===== src/design/aclo_defines.svh =====
// constants for the accumulator clear/load decoder: opcodes, register offsets,
// status field positions and reset values. assumes inclusion by bare name.
`ifndef ACLO_DEFINES_SVH
`define ACLO_DEFINES_SVH

// ----------------------------------------------------------------------------
// opcodes (first instruction word)
// ----------------------------------------------------------------------------
`define ACLO_OP_LOAD_HI_RND 16'h5613
`define ACLO_OP_CLR_OVF_CNT 16'h565c
`define ACLO_OP_ZERO_ALL    16'h5633
`define ACLO_OP_RETC_HI     12'h56f
`define ACLO_LOC_HI_ZERO    8'h00
`define ACLO_ROUND_CONST    16'h8000

// ----------------------------------------------------------------------------
// register offsets on the plain register port
// ----------------------------------------------------------------------------
`define ACLO_REG_ACC_LO     4'h0
`define ACLO_REG_ACC_HI     4'h1
`define ACLO_REG_PROD_LO    4'h2
`define ACLO_REG_PROD_HI    4'h3
`define ACLO_REG_STATUS     4'h4
`define ACLO_REG_REPEAT_CNT 4'h5
`define ACLO_REG_CTRL       4'h6

// ----------------------------------------------------------------------------
// status_reg_zero field positions
// ----------------------------------------------------------------------------
`define ACLO_ST_CARRY       0
`define ACLO_ST_ZERO        1
`define ACLO_ST_NEG         2
`define ACLO_ST_OVF         3
`define ACLO_ST_TEST        4
`define ACLO_ST_OVF_CNT_LSB 10
`define ACLO_ST_OVF_CNT_MSB 15
`define ACLO_ST_USED_MASK   16'hfc1f

// ----------------------------------------------------------------------------
// condition codes that look at the overflow flag
// ----------------------------------------------------------------------------
`define ACLO_COND_NOV       4'ha
`define ACLO_COND_OV        4'hb

// ----------------------------------------------------------------------------
// reset values
// ----------------------------------------------------------------------------
`define ACLO_RST_STATUS     16'h0000
`define ACLO_RST_CTRL       1'b1
`define ACLO_CTRL_EN_BIT    0

`endif


===== src/design/aclo_pkg.sv =====
// types shared by the accumulator clear/load decoder.
// assumes nothing beyond a systemverilog compiler.
package aclo_pkg;

  // --------------------------------------------------------------------------
  // decoded instruction kind
  // --------------------------------------------------------------------------
  typedef enum logic [2:0] {
    ACLO_KIND_NONE,
    ACLO_KIND_LOAD_HI_RND,
    ACLO_KIND_CLR_OVF_CNT,
    ACLO_KIND_ZERO_ALL,
    ACLO_KIND_RETC
  } aclo_kind_t;

  // --------------------------------------------------------------------------
  // whole state of the top module
  // --------------------------------------------------------------------------
  typedef struct packed {
    logic [31:0] acc;
    logic [31:0] prod;
    logic [15:0] status;
    logic [15:0] repeat_cnt;
    logic        enable;
    logic [15:0] rdata;
    logic        done;
    logic        ret_pop;
    logic        unknown;
  } aclo_state_t;

endpackage


===== src/design/acc_clear_load_ops.sv =====
// decode and execute of the accumulator clear/load instructions and the flag
// side effect of the compatibility conditional return.
// assumes both instruction words and the resolved operand arrive in one cycle.
//
// Summary of operation
// - load-high-with-rounding puts operand in high half, 0x8000 in low half, one cycle.
// - after load-high-with-rounding, negative flag copies bit 31 of the accumulator.
// - after load-high-with-rounding, zero flag set only when accumulator is zero.
// - clear-overflow-count zeroes the six-bit counter, other status bits untouched.
// - zero-all clears accumulator, product register and overflow counter together.
// - zero-all leaves negative flag set and zero flag cleared.
// - these instructions are never repeated; repeat count is reset, one execution.
// - conditional return clears overflow flag whenever its condition tests it.
`timescale 1ns/1ps
`include "aclo_defines.svh"

module acc_clear_load_ops (
  input  wire logic        ref_clk,
  input  wire logic        srst,
  input  wire logic        instr_valid,
  input  wire logic [15:0] instr_word0,
  input  wire logic [15:0] instr_word1,
  input  wire logic [15:0] operand_data,
  output logic      [7:0]  operand_locator,
  input  wire logic        bio_in,
  input  wire logic [3:0]  reg_addr,
  input  wire logic [15:0] reg_wdata,
  input  wire logic        reg_wr,
  input  wire logic        reg_rd,
  output logic      [15:0] reg_rdata,
  output logic      [31:0] acc_out,
  output logic      [31:0] prod_out,
  output logic      [15:0] status_out,
  output logic      [15:0] repeat_count,
  output logic             instr_done,
  output logic             ret_pop,
  output logic             instr_unknown
);

  // --------------------------------------------------------------------------
  // state and decode
  // --------------------------------------------------------------------------
  aclo_pkg::aclo_state_t st;
  aclo_pkg::aclo_state_t next_st;
  aclo_pkg::aclo_kind_t  kind;
  logic                  exec;
  logic [31:0]           load_hi_result;
  logic                  load_hi_neg;
  logic                  load_hi_zero;
  logic                  cond_true;
  logic                  tests_v;
  logic [15:0]           rd_mux;

  // locator goes straight out so the addressing logic can answer this cycle
  assign operand_locator = instr_word1[7:0];

  // opcode match; the two-word form needs a zero upper byte in word 1
  always_comb begin
    kind = aclo_pkg::ACLO_KIND_NONE;
    if (instr_word0 == `ACLO_OP_LOAD_HI_RND && instr_word1[15:8] == `ACLO_LOC_HI_ZERO) begin
      kind = aclo_pkg::ACLO_KIND_LOAD_HI_RND;
    end else if (instr_word0 == `ACLO_OP_CLR_OVF_CNT) begin
      kind = aclo_pkg::ACLO_KIND_CLR_OVF_CNT;
    end else if (instr_word0 == `ACLO_OP_ZERO_ALL) begin
      kind = aclo_pkg::ACLO_KIND_ZERO_ALL;
    end else if (instr_word0[15:4] == `ACLO_OP_RETC_HI) begin
      kind = aclo_pkg::ACLO_KIND_RETC;
    end
  end

  // decoding is gated by the software enable bit
  assign exec = instr_valid & st.enable & (kind != aclo_pkg::ACLO_KIND_NONE);

  // rounding load result: operand on top, bias below
  // the bias is nonzero, so the zero flag can never rise on this load
  assign load_hi_result = {operand_data, `ACLO_ROUND_CONST};

  // --------------------------------------------------------------------------
  // helpers
  // --------------------------------------------------------------------------
  aclo_flag_gen u_flag_gen (
    .result (load_hi_result),
    .neg    (load_hi_neg),
    .zero   (load_hi_zero)
  );

  aclo_cond_eval u_cond_eval (
    .cond      (instr_word0[3:0]),
    .flag_z    (st.status[`ACLO_ST_ZERO]),
    .flag_n    (st.status[`ACLO_ST_NEG]),
    .flag_c    (st.status[`ACLO_ST_CARRY]),
    .flag_v    (st.status[`ACLO_ST_OVF]),
    .flag_tc   (st.status[`ACLO_ST_TEST]),
    .bio       (bio_in),
    .cond_true (cond_true),
    .tests_v   (tests_v)
  );

  // --------------------------------------------------------------------------
  // register read mux
  // --------------------------------------------------------------------------
  // unmapped offsets read as zero
  always_comb begin
    unique case (reg_addr)
      `ACLO_REG_ACC_LO:    rd_mux = st.acc[15:0];
      `ACLO_REG_ACC_HI:    rd_mux = st.acc[31:16];
      `ACLO_REG_PROD_LO:   rd_mux = st.prod[15:0];
      `ACLO_REG_PROD_HI:   rd_mux = st.prod[31:16];
      `ACLO_REG_STATUS:    rd_mux = st.status;
      `ACLO_REG_REPEAT_CNT: rd_mux = st.repeat_cnt;
      `ACLO_REG_CTRL:      rd_mux = {15'h0000, st.enable};
      default:             rd_mux = 16'h0000;
    endcase
  end

  // --------------------------------------------------------------------------
  // next state
  // --------------------------------------------------------------------------
  // software writes first, execution after: an instruction in the same cycle
  // overrides the fields it touches, so hardware effects are never lost
  always_comb begin
    next_st         = st;
    next_st.done    = 1'b0;
    next_st.ret_pop = 1'b0;
    next_st.unknown = 1'b0;
    next_st.rdata   = 16'h0000;
    if (reg_wr) begin
      unique case (reg_addr)
        `ACLO_REG_ACC_LO:    next_st.acc[15:0]  = reg_wdata;
        `ACLO_REG_ACC_HI:    next_st.acc[31:16] = reg_wdata;
        `ACLO_REG_PROD_LO:   next_st.prod[15:0] = reg_wdata;
        `ACLO_REG_PROD_HI:   next_st.prod[31:16] = reg_wdata;
        `ACLO_REG_STATUS:    next_st.status = reg_wdata & `ACLO_ST_USED_MASK;
        `ACLO_REG_REPEAT_CNT: next_st.repeat_cnt = reg_wdata;
        `ACLO_REG_CTRL:      next_st.enable = reg_wdata[`ACLO_CTRL_EN_BIT];
        default:             ;
      endcase
    end
    if (reg_rd) begin
      next_st.rdata = rd_mux;
    end
    if (instr_valid && st.enable && kind == aclo_pkg::ACLO_KIND_NONE) begin
      next_st.unknown = 1'b1;
    end
    if (exec) begin
      // none of these repeat: pending repeat count is dropped
      next_st.repeat_cnt = 16'h0000;
      next_st.done       = 1'b1;
      unique case (kind)
        // high half from the operand, low half the fixed rounding bias
        aclo_pkg::ACLO_KIND_LOAD_HI_RND: begin
          next_st.acc                   = load_hi_result;
          next_st.status[`ACLO_ST_NEG]  = load_hi_neg;
          next_st.status[`ACLO_ST_ZERO] = load_hi_zero;
        end
        // counter field only; flags and the other bits keep their value
        aclo_pkg::ACLO_KIND_CLR_OVF_CNT: begin
          next_st.status[`ACLO_ST_OVF_CNT_MSB:`ACLO_ST_OVF_CNT_LSB] = 6'h00;
        end
        // accumulator, product and counter together in one instruction
        aclo_pkg::ACLO_KIND_ZERO_ALL: begin
          next_st.acc  = 32'h0000_0000;
          next_st.prod = 32'h0000_0000;
          next_st.status[`ACLO_ST_OVF_CNT_MSB:`ACLO_ST_OVF_CNT_LSB] = 6'h00;
          // flags as specified for this op, not derived from the zero result
          next_st.status[`ACLO_ST_NEG]  = 1'b1;
          next_st.status[`ACLO_ST_ZERO] = 1'b0;
        end
        aclo_pkg::ACLO_KIND_RETC: begin
          next_st.ret_pop = cond_true;
          if (tests_v) begin
            next_st.status[`ACLO_ST_OVF] = 1'b0;
          end
        end
        default: ;
      endcase
    end
  end

  // --------------------------------------------------------------------------
  // state register
  // --------------------------------------------------------------------------
  always_ff @(posedge ref_clk) begin
    if (srst) begin
      st           <= '0;
      st.status    <= `ACLO_RST_STATUS;
      st.enable    <= `ACLO_RST_CTRL;
    end else begin
      st <= next_st;
    end
  end

  // outputs straight from flops
  assign reg_rdata     = st.rdata;
  assign acc_out       = st.acc;
  assign prod_out      = st.prod;
  assign status_out    = st.status;
  assign repeat_count  = st.repeat_cnt;
  assign instr_done    = st.done;
  assign ret_pop       = st.ret_pop;
  assign instr_unknown = st.unknown;
endmodule // acc_clear_load_ops


===== src/design/aclo_cond_eval.sv =====
// condition code evaluation for the compatibility conditional return.
// purely combinational; flags arrive from the caller's status register.
`timescale 1ns/1ps
`include "aclo_defines.svh"

module aclo_cond_eval (
  input  wire logic [3:0] cond,
  input  wire logic       flag_z,
  input  wire logic       flag_n,
  input  wire logic       flag_c,
  input  wire logic       flag_v,
  input  wire logic       flag_tc,
  input  wire logic       bio,
  output logic            cond_true,
  output logic            tests_v
);

  // sixteen codes, all legal, so no default
  always_comb begin
    unique case (cond)
      4'h0: cond_true = ~flag_z;
      4'h1: cond_true = flag_z;
      4'h2: cond_true = ~flag_z & ~flag_n;
      4'h3: cond_true = ~flag_n;
      4'h4: cond_true = flag_n;
      4'h5: cond_true = flag_z | flag_n;
      4'h6: cond_true = flag_c & ~flag_z;
      4'h7: cond_true = flag_c;
      4'h8: cond_true = ~flag_c;
      4'h9: cond_true = ~flag_c | flag_z;
      4'ha: cond_true = ~flag_v;
      4'hb: cond_true = flag_v;
      4'hc: cond_true = ~flag_tc;
      4'hd: cond_true = flag_tc;
      4'he: cond_true = ~bio;
      4'hf: cond_true = 1'b1;
    endcase
  end

  // only the two overflow codes look at v
  assign tests_v = (cond == `ACLO_COND_NOV) || (cond == `ACLO_COND_OV);

endmodule // aclo_cond_eval


===== src/design/aclo_flag_gen.sv =====
// negative and zero detection on a 32-bit accumulator result.
// purely combinational; the caller registers the flags.
`timescale 1ns/1ps

module aclo_flag_gen (
  input  wire logic [31:0] result,
  output logic             neg,
  output logic             zero
);

  // sign bit and all-zero test
  assign neg  = result[31];
  assign zero = (result == 32'h0000_0000);

endmodule // aclo_flag_gen


===== config.mk =====
export PLATFORM = sky130hd
export DESIGN_NAME = acc_clear_load_ops
export DESIGN_NICKNAME = d
export VERILOG_FILES = /design/src/design/aclo_pkg.sv /design/src/design/acc_clear_load_ops.sv /design/src/design/aclo_cond_eval.sv /design/src/design/aclo_flag_gen.sv
export VERILOG_INCLUDE_DIRS = /design/src /design/src/design
export SDC_FILE = /design/constraint.sdc
export NUM_CORES = 1
export LEC_CHECK = 0
export ABC_AREA = 1
export BUFFER_PORTS_ARGS = -buffer_cell sky130_fd_sc_hd__buf_4
export CAP_MARGIN = 10
export CORE_MARGIN = 1
export CORE_UTILIZATION = 35
export CTS_CLUSTER_DIAMETER = 60
export DETAILED_ROUTE_END_ITERATION = 10
export MAX_ROUTING_LAYER = met4
export PLACE_DENSITY_LB_ADDON = 0.12
export RECOVER_POWER = 100
export SETUP_SLACK_MARGIN = 0.2
export SKIP_CTS_REPAIR_TIMING = 1
export SYNTH_ARGS = -nofsm -noshare
export SYNTH_HDL_FRONTEND = slang
export SYNTH_SLANG_ARGS = --single-unit

===== constraint.sdc =====
create_clock -name ref_clk -period 1.82 [get_ports ref_clk]
set_input_delay 0.455 -clock ref_clk [delete_from_list [all_inputs] [get_ports ref_clk]]
set_output_delay 0.455 -clock ref_clk [all_outputs]
set_load 0.01 [all_outputs]

== Word-level counts from Yosys, hierarchy flattened ==
Cells that the tools add are included.

* Bits in registers: 111
* Latch bits: 0
* RAM bits: 0
* Memory bits (read-only): 0
* Output and inout bits: 123
* Word-level logic and storage cells: 96
* Memories kept: 0

* Add/subtract/negate cells: 0
* Multipliers: 0
* Div/mod/pow operators: 0
* Order comparisons: 0
* Equality and inequality tests: 29
* Shift operators: 0
* Mux-type cells: 25
* Bitwise operators: 15
* Reduce and logical (&&, ||, !) cells: 17

{| class="wikitable"
|+ Operator list
! operator !! number
|-
| 16-bit case mux with 7 select lines || 1
|-
| 97-bit 2-to-1 mux || 1
|-
| 16-bit 2-to-1 mux || 6
|-
| 70-bit 2-to-1 mux || 1
|-
| 32-bit case mux with 2 select lines || 1
|-
| 16-bit by 15-bit equality test with 1-bit output, second input constant || 3
|-
| 4-bit equality test, second input constant || 8
|-
| 32-bit logical NOT || 1
|-
| 32-bit 2-to-1 mux || 1
|-
| 4-bit by 3-bit equality test with 1-bit output, second input constant || 7
|-
| 4-bit by 2-bit equality test with 1-bit output, second input constant || 4
|-
| 1-bit case mux with 16 select lines || 1
|-
| 3-bit 2-to-1 mux || 5
|-
| 12-bit by 11-bit equality test with 1-bit output, second input constant || 1
|-
| 1-bit NOT || 9
|-
| 4-bit by 1-bit equality test with 1-bit output, second input constant || 2
|-
| 4-bit logical NOT || 2
|-
| 8-bit logical NOT || 1
|-
| 3-bit by 2-bit equality test with 1-bit output, second input constant || 2
|-
| 6-bit 2-to-1 mux || 1
|-
| 2-bit AND reduction || 3
|-
| 2-bit OR reduction || 3
|-
| 1-bit 2-to-1 mux || 5
|-
| 1-bit bitwise AND || 4
|-
| 10 further kinds || 13
|}

== Logic depth before layout (Yosys ltp) ==
* Word-level depth: 9
* Gate-level depth with buffers: 11
* Gate-level depth less buffers: 10

== Hierarchy ==
Synthesis repeated with hierarchy kept, for this count alone.

* Cells, all modules: 1033
* Area, all modules: 6947.9 um2

{| class="wikitable"
|+ By module, submodules not included
! module !! times used !! cells each !! area each (um2)
|-
| acc_clear_load_ops || 1 || 951 || 6601.3
|-
| aclo_cond_eval || 1 || 50 || 222.7
|-
| aclo_flag_gen || 1 || 32 || 123.9
|}

== Worst setup path after synthesis ==
Ideal clock, no wire load.

* Kind: input to register
* Start: input instr_word0[4]
* End: register st (netlist bit acc_out[11])
* Setup time: 0.119 ns
* Arrival time: 1.415 ns
* Slack: 0.286 ns
* Cell stages on the path: 10
* Buffers on the path: 1
* Path through: inv_1 -> nor2_1 -> nand2_1 -> nor2_1 -> nand2_2 -> nor2_4 -> o21bai_4 -> nand2_4 -> buf_6 -> nor2_2

* Word-level cells in the longest chain between the ends: 8
* Elaborated cells between the ends (all ways): 15
* Classes of those cells: eq/ne (6); mux (6); bitwise (1); reduce/logical (2)

{| class="wikitable"
|+ Ends and longest elaborated chain
! element !! line !! source
|-
| start: declaration || acc_clear_load_ops.sv:21 || <nowiki>input wire logic [15:0] instr_word0,</nowiki>
|-
| 12-bit by 11-bit equality test with 1-bit output (no source line) || - ||
|-
| 3-bit 2-to-1 mux || acc_clear_load_ops.sv:66 || <nowiki>end else if (instr_word0[15:4] == `ACLO_OP_RETC_HI) begin</nowiki>
|-
| 3-bit 2-to-1 mux || acc_clear_load_ops.sv:64 || <nowiki>end else if (instr_word0 == `ACLO_OP_ZERO_ALL) begin</nowiki>
|-
| 3-bit 2-to-1 mux || acc_clear_load_ops.sv:62 || <nowiki>end else if (instr_word0 == `ACLO_OP_CLR_OVF_CNT) begin</nowiki>
|-
| 3-bit 2-to-1 mux * || acc_clear_load_ops.sv:60 || <nowiki>if (instr_word0 == `ACLO_OP_LOAD_HI_RND && instr_word1[15:8] == `ACLO_LOC_HI_ZERO) begin</nowiki>
|-
| 3-bit by 2-bit equality test with 1-bit output (tied with other cells) || acc_clear_load_ops.sv:149 || <nowiki>unique case (kind)</nowiki>
|-
| 32-bit case mux with 2 select lines or 1-bit bitwise AND (tied branches) || acc_clear_load_ops.sv:149, acc_clear_load_ops.sv:72 ||
|-
| 70-bit 2-to-1 mux * || acc_clear_load_ops.sv:145 || <nowiki>if (exec) begin</nowiki>
|-
| end signal: assignment || acc_clear_load_ops.sv:189 || <nowiki>st <= next_st;</nowiki>
|-
| end: declaration || acc_clear_load_ops.sv:43 || <nowiki>aclo_pkg::aclo_state_t st;</nowiki>
|}

Every way passes the cells marked *; elsewhere a longest branch is shown, timed or not.
A chain may end at the register's enable or synchronous reset.

== Worst setup path after layout ==
* Start: input reg_addr[3]
* End: register st (netlist bit reg_rdata[3])

* Word-level cells in the longest chain between the ends: 2
* Elaborated cells between the ends (all ways): 8
* Classes of those cells: eq/ne (6); mux (1); reduce/logical (1)

{| class="wikitable"
|+ Ends and longest elaborated chain
! element !! line !! source
|-
| start: declaration || acc_clear_load_ops.sv:26 || <nowiki>input wire logic [3:0] reg_addr,</nowiki>
|-
| 4-bit by 3-bit equality test with 1-bit output (tied with other cells) || acc_clear_load_ops.sv:104 || <nowiki>unique case (reg_addr)</nowiki>
|-
| 16-bit case mux with 7 select lines * || acc_clear_load_ops.sv:104 ||
|}

Marks and branches as above.

==> results by group <==
Status
  – Status: finished clean

Critical path
  – CP most frequent cell: a21oi_1
  – CP max-delay cell: clkbuf_2
  – WP data arrival: 1.86 ns
  – CP Cell Sequence: clkbuf_1 -> nor2_4 -> and3_1 -> clkbuf_2 -> nand2_1 -> o21ai_0 -> a21oi_1 -> a21oi_1
  – Crit Path Max Fanout: 10
  – Critical path class: primary input to register
  – Largest delay share family, worst path: simple AND/OR/NAND/NOR gates
  – Critical path buffer and inverter count: 2
  – Slowest stage delay, CP: 0.36 ns
  – Worst EP required: around 2.1 ns
  – CP Capture Type: register
  – Crit start category: primary input

Timing
  – Minimum clock period: about 1.6 ns
  – Final hold vios: 0
  – Setup TNS: 0 ns
  – Final setup viols: 0
  – Max-slew violations: 0
  – Unrepaired setup endpoints after global routing: no
  – Final period util: 0.866
  – Peak Freq: about 0.63 GHz
  – Clock skew: 0.00956 ns

Power and ir drop
  – Tot Pwr: 5060 uW
  – Pwr/cell area: 736 mW/mm^2
  – VDD IR max: 463 uV
  – Leak: 0.00298 uW

Detailed routing
  – Wire per inst: 15.6 um
  – Vias per inst: 4.54
  – Initial drt markers: 269
  – Antenna-violating nets left: 0
  – DR pass1 iterations: 4
  – DR WL met2: around 8000 um
  – Max layer used: met4
  – Routed metal-1 wirelength: 9020 um
  – Met3 wire len: 1030 um
  – Via Count: 5,360
  – WL final: between 15,000 and 20,000 um
  – DR DRC count: 0

Finish
  – Nets@finish: 1,024
  – Share of cells above drive strength 1: 0.156
  – Layout area overhead: 9.03%
  – Post-Route Utilization: 0.395
  – Final instance area: just under 0.007 mm^2
  – FILL cells: 2,029
  – Inserted Diodes: 0
  – Final instance count without filler cells: between 1,000 and 1,500

Global routing
  – Number of antenna violations at the first check in global routing: 0
  – Number of global-route vias before repair: 4,794
  – First-pass GRT wire length: 27,700 um
  – Largest net degree at the start of global routing: 33
  – Overflow after GRT: 0
  – All-Layer GR Usage: 0.206

CTS
  – CTS tree: built
  – Worst-Skew Late Latency: approximately 0.36 ns
  – CTS Root Buffer Type: clkbuf_16
  – # H-tree levels: 3
  – Worst-path clk slew: roughly 0.070 ns
  – Num Clock Sinks: around 110
  – Clk buf depth: 2
  – CTS buffer count: 9

Die
  – IO Pins: 197
  – Chip Height: 136 um
  – Die X: ~140 um
  – Core box area: 0.0174 mm^2
  – Rows: 48
  – Die footprint: ~0.019 mm^2
  – Initial Util: 0.362

Synth
  – Cell Area, Synth: 0.00630 mm^2
  – Syn avg cell area: 7.16 um^2
  – Syn Inst Count: a little under 900
  – Post-synthesis sequential area ratio: 0.353
  – Top cell type's share of synthesized area: 0.353
  – #FFs+latches synth: around 110
  – Syn. warnings: 0
  – Yosys cell types: 34
  – Main area contributors after synthesis: dfxtp_1 (35%), buf_4 (15%), nand2_1 (9.4%), o21ai_0 (7.1%), inv_1 (5.7%)
  – Cell accounting for the most synthesized area: dfxtp_1

Placement
  – DP HPWL: 13,900 um
  – Area after DPL: between 0.007 and 0.008 mm^2
  – Post-Place Cells: 1,164
  – GP Congestion: 0.806
  – Port buffer count: 175

Hold path
  – Hold crit path type: primary input to register

Run
  – Max cap viols: 0
sequential cells by signal, indices dropped and copies added (netlist names):
| register | cells |
|---|---|
| reg_rdata | 16 |
| repeat_count | 16 |
| status_out | 11 |
| acc_out | 32 |
| instr_done | 1 |
| st | 1 |
| instr_unknown | 1 |
| ret_pop | 1 |
| prod_out | 32 |
cell families after synthesis:
logic type,count (synthesis),synth area share
and+or+nand+nor,333,0.242
muxes,12,0.0191
other,1,0.000595
DFF,111,0.353
AOI/OAI and AO/OA,166,0.143
xor gates and xnor gates,1,0.00139
buffers and inverters,256,0.241
per-stage QoR:
step	worst slack, ns	hold WS, ns
2_1_floorplan	0.286	0.462
3_3_place_gp	0.0394	0.507
3_5_place_dp	0.0263	0.511
4_1_cts	0.367	0.305
5_1_grt	0.122	0.309
6_report	0.243	0.314
layout by cell type, fill, tap and decap left out, types with 16 or more instances in the layout:
cell type and instances:
clkbuf_1 118, o22ai_1 16, a21oi_1 37, buf_4 82
nor2_1 92, nand2_1 160, nand3_1 34, inv_1 98
dfxtp_1 111, o21ai_0 93, nor2_2 18
synthesized netlist by cell type, drive strengths merged:
cell,count
mux2i,12
a21oi,37
inv,102
a211oi,5
clkbuf,11
buf,143
o22ai,16
conb,1
nor3,6
o21ai,104
nor2,115
nand4,5
a31oi,1
nand3,36
dfxtp,111
nand2,170
o21bai,2
a41oi,1
and3,1
xor2,1
per-layer routing:
layer / vias to the layer above / global-route usage
met1: 2378 / 0.284
met4: 0 / 0.0642
met3: 13 / 0.0302
li1: 2800 / -
met5: - / -
met2: 169 / 0.309
final cells by class:
| class | instances | area (um^2) | area share |
|---|---|---|---|
| clock buffers | 12 | 246 | 0.0359 |
| clock inverters | 4 | 45.0 | 0.00655 |
| inverters | 102 | 385 | 0.0561 |
| multi-input cells | 517 | 2490 | 0.362 |
| flip-flops and latches | 111 | 2220 | 0.323 |
| well taps | 225 | 282 | 0.0410 |
| repair buffers | 209 | 1200 | 0.175 |
power breakdown:
part	switching (uW)	total (uW)	internal, uW
clock network	930	2030	1100
logic	320	534	214
registers	28.3	2490	2460
final timing paths:
| path | start | endpoint | slack, ns | cells past startpoint |
|---|---|---|---|---|
| setup / recovery | reg_addr[3] | reg_rdata[3]$_SDFF_PP0_ | 0.24 | 8 |
| hold / removal | operand_data[0] | acc_out[16]$_SDFF_PP0_ | 0.31 | 3 |
| setup reg to reg | st[19]$_SDFFE_PP1P_ | acc_out[15]$_SDFF_PP0_ | 0.35 | 6 |
| hold reg to reg | st[19]$_SDFFE_PP1P_ | st[19]$_SDFFE_PP1P_ | 0.53 | 2 |
worst reg2reg max path: cells and delay by family, from the launching register on:
kind                   cells  cell delay, ns
AND/OR/NAND/NOR            2            0.28
buffers and inverters      2            0.47
AO/OA/AOI/OAI              2            0.24
flip-flops                 1            0.36
Power figures use the tool's default switching activity.
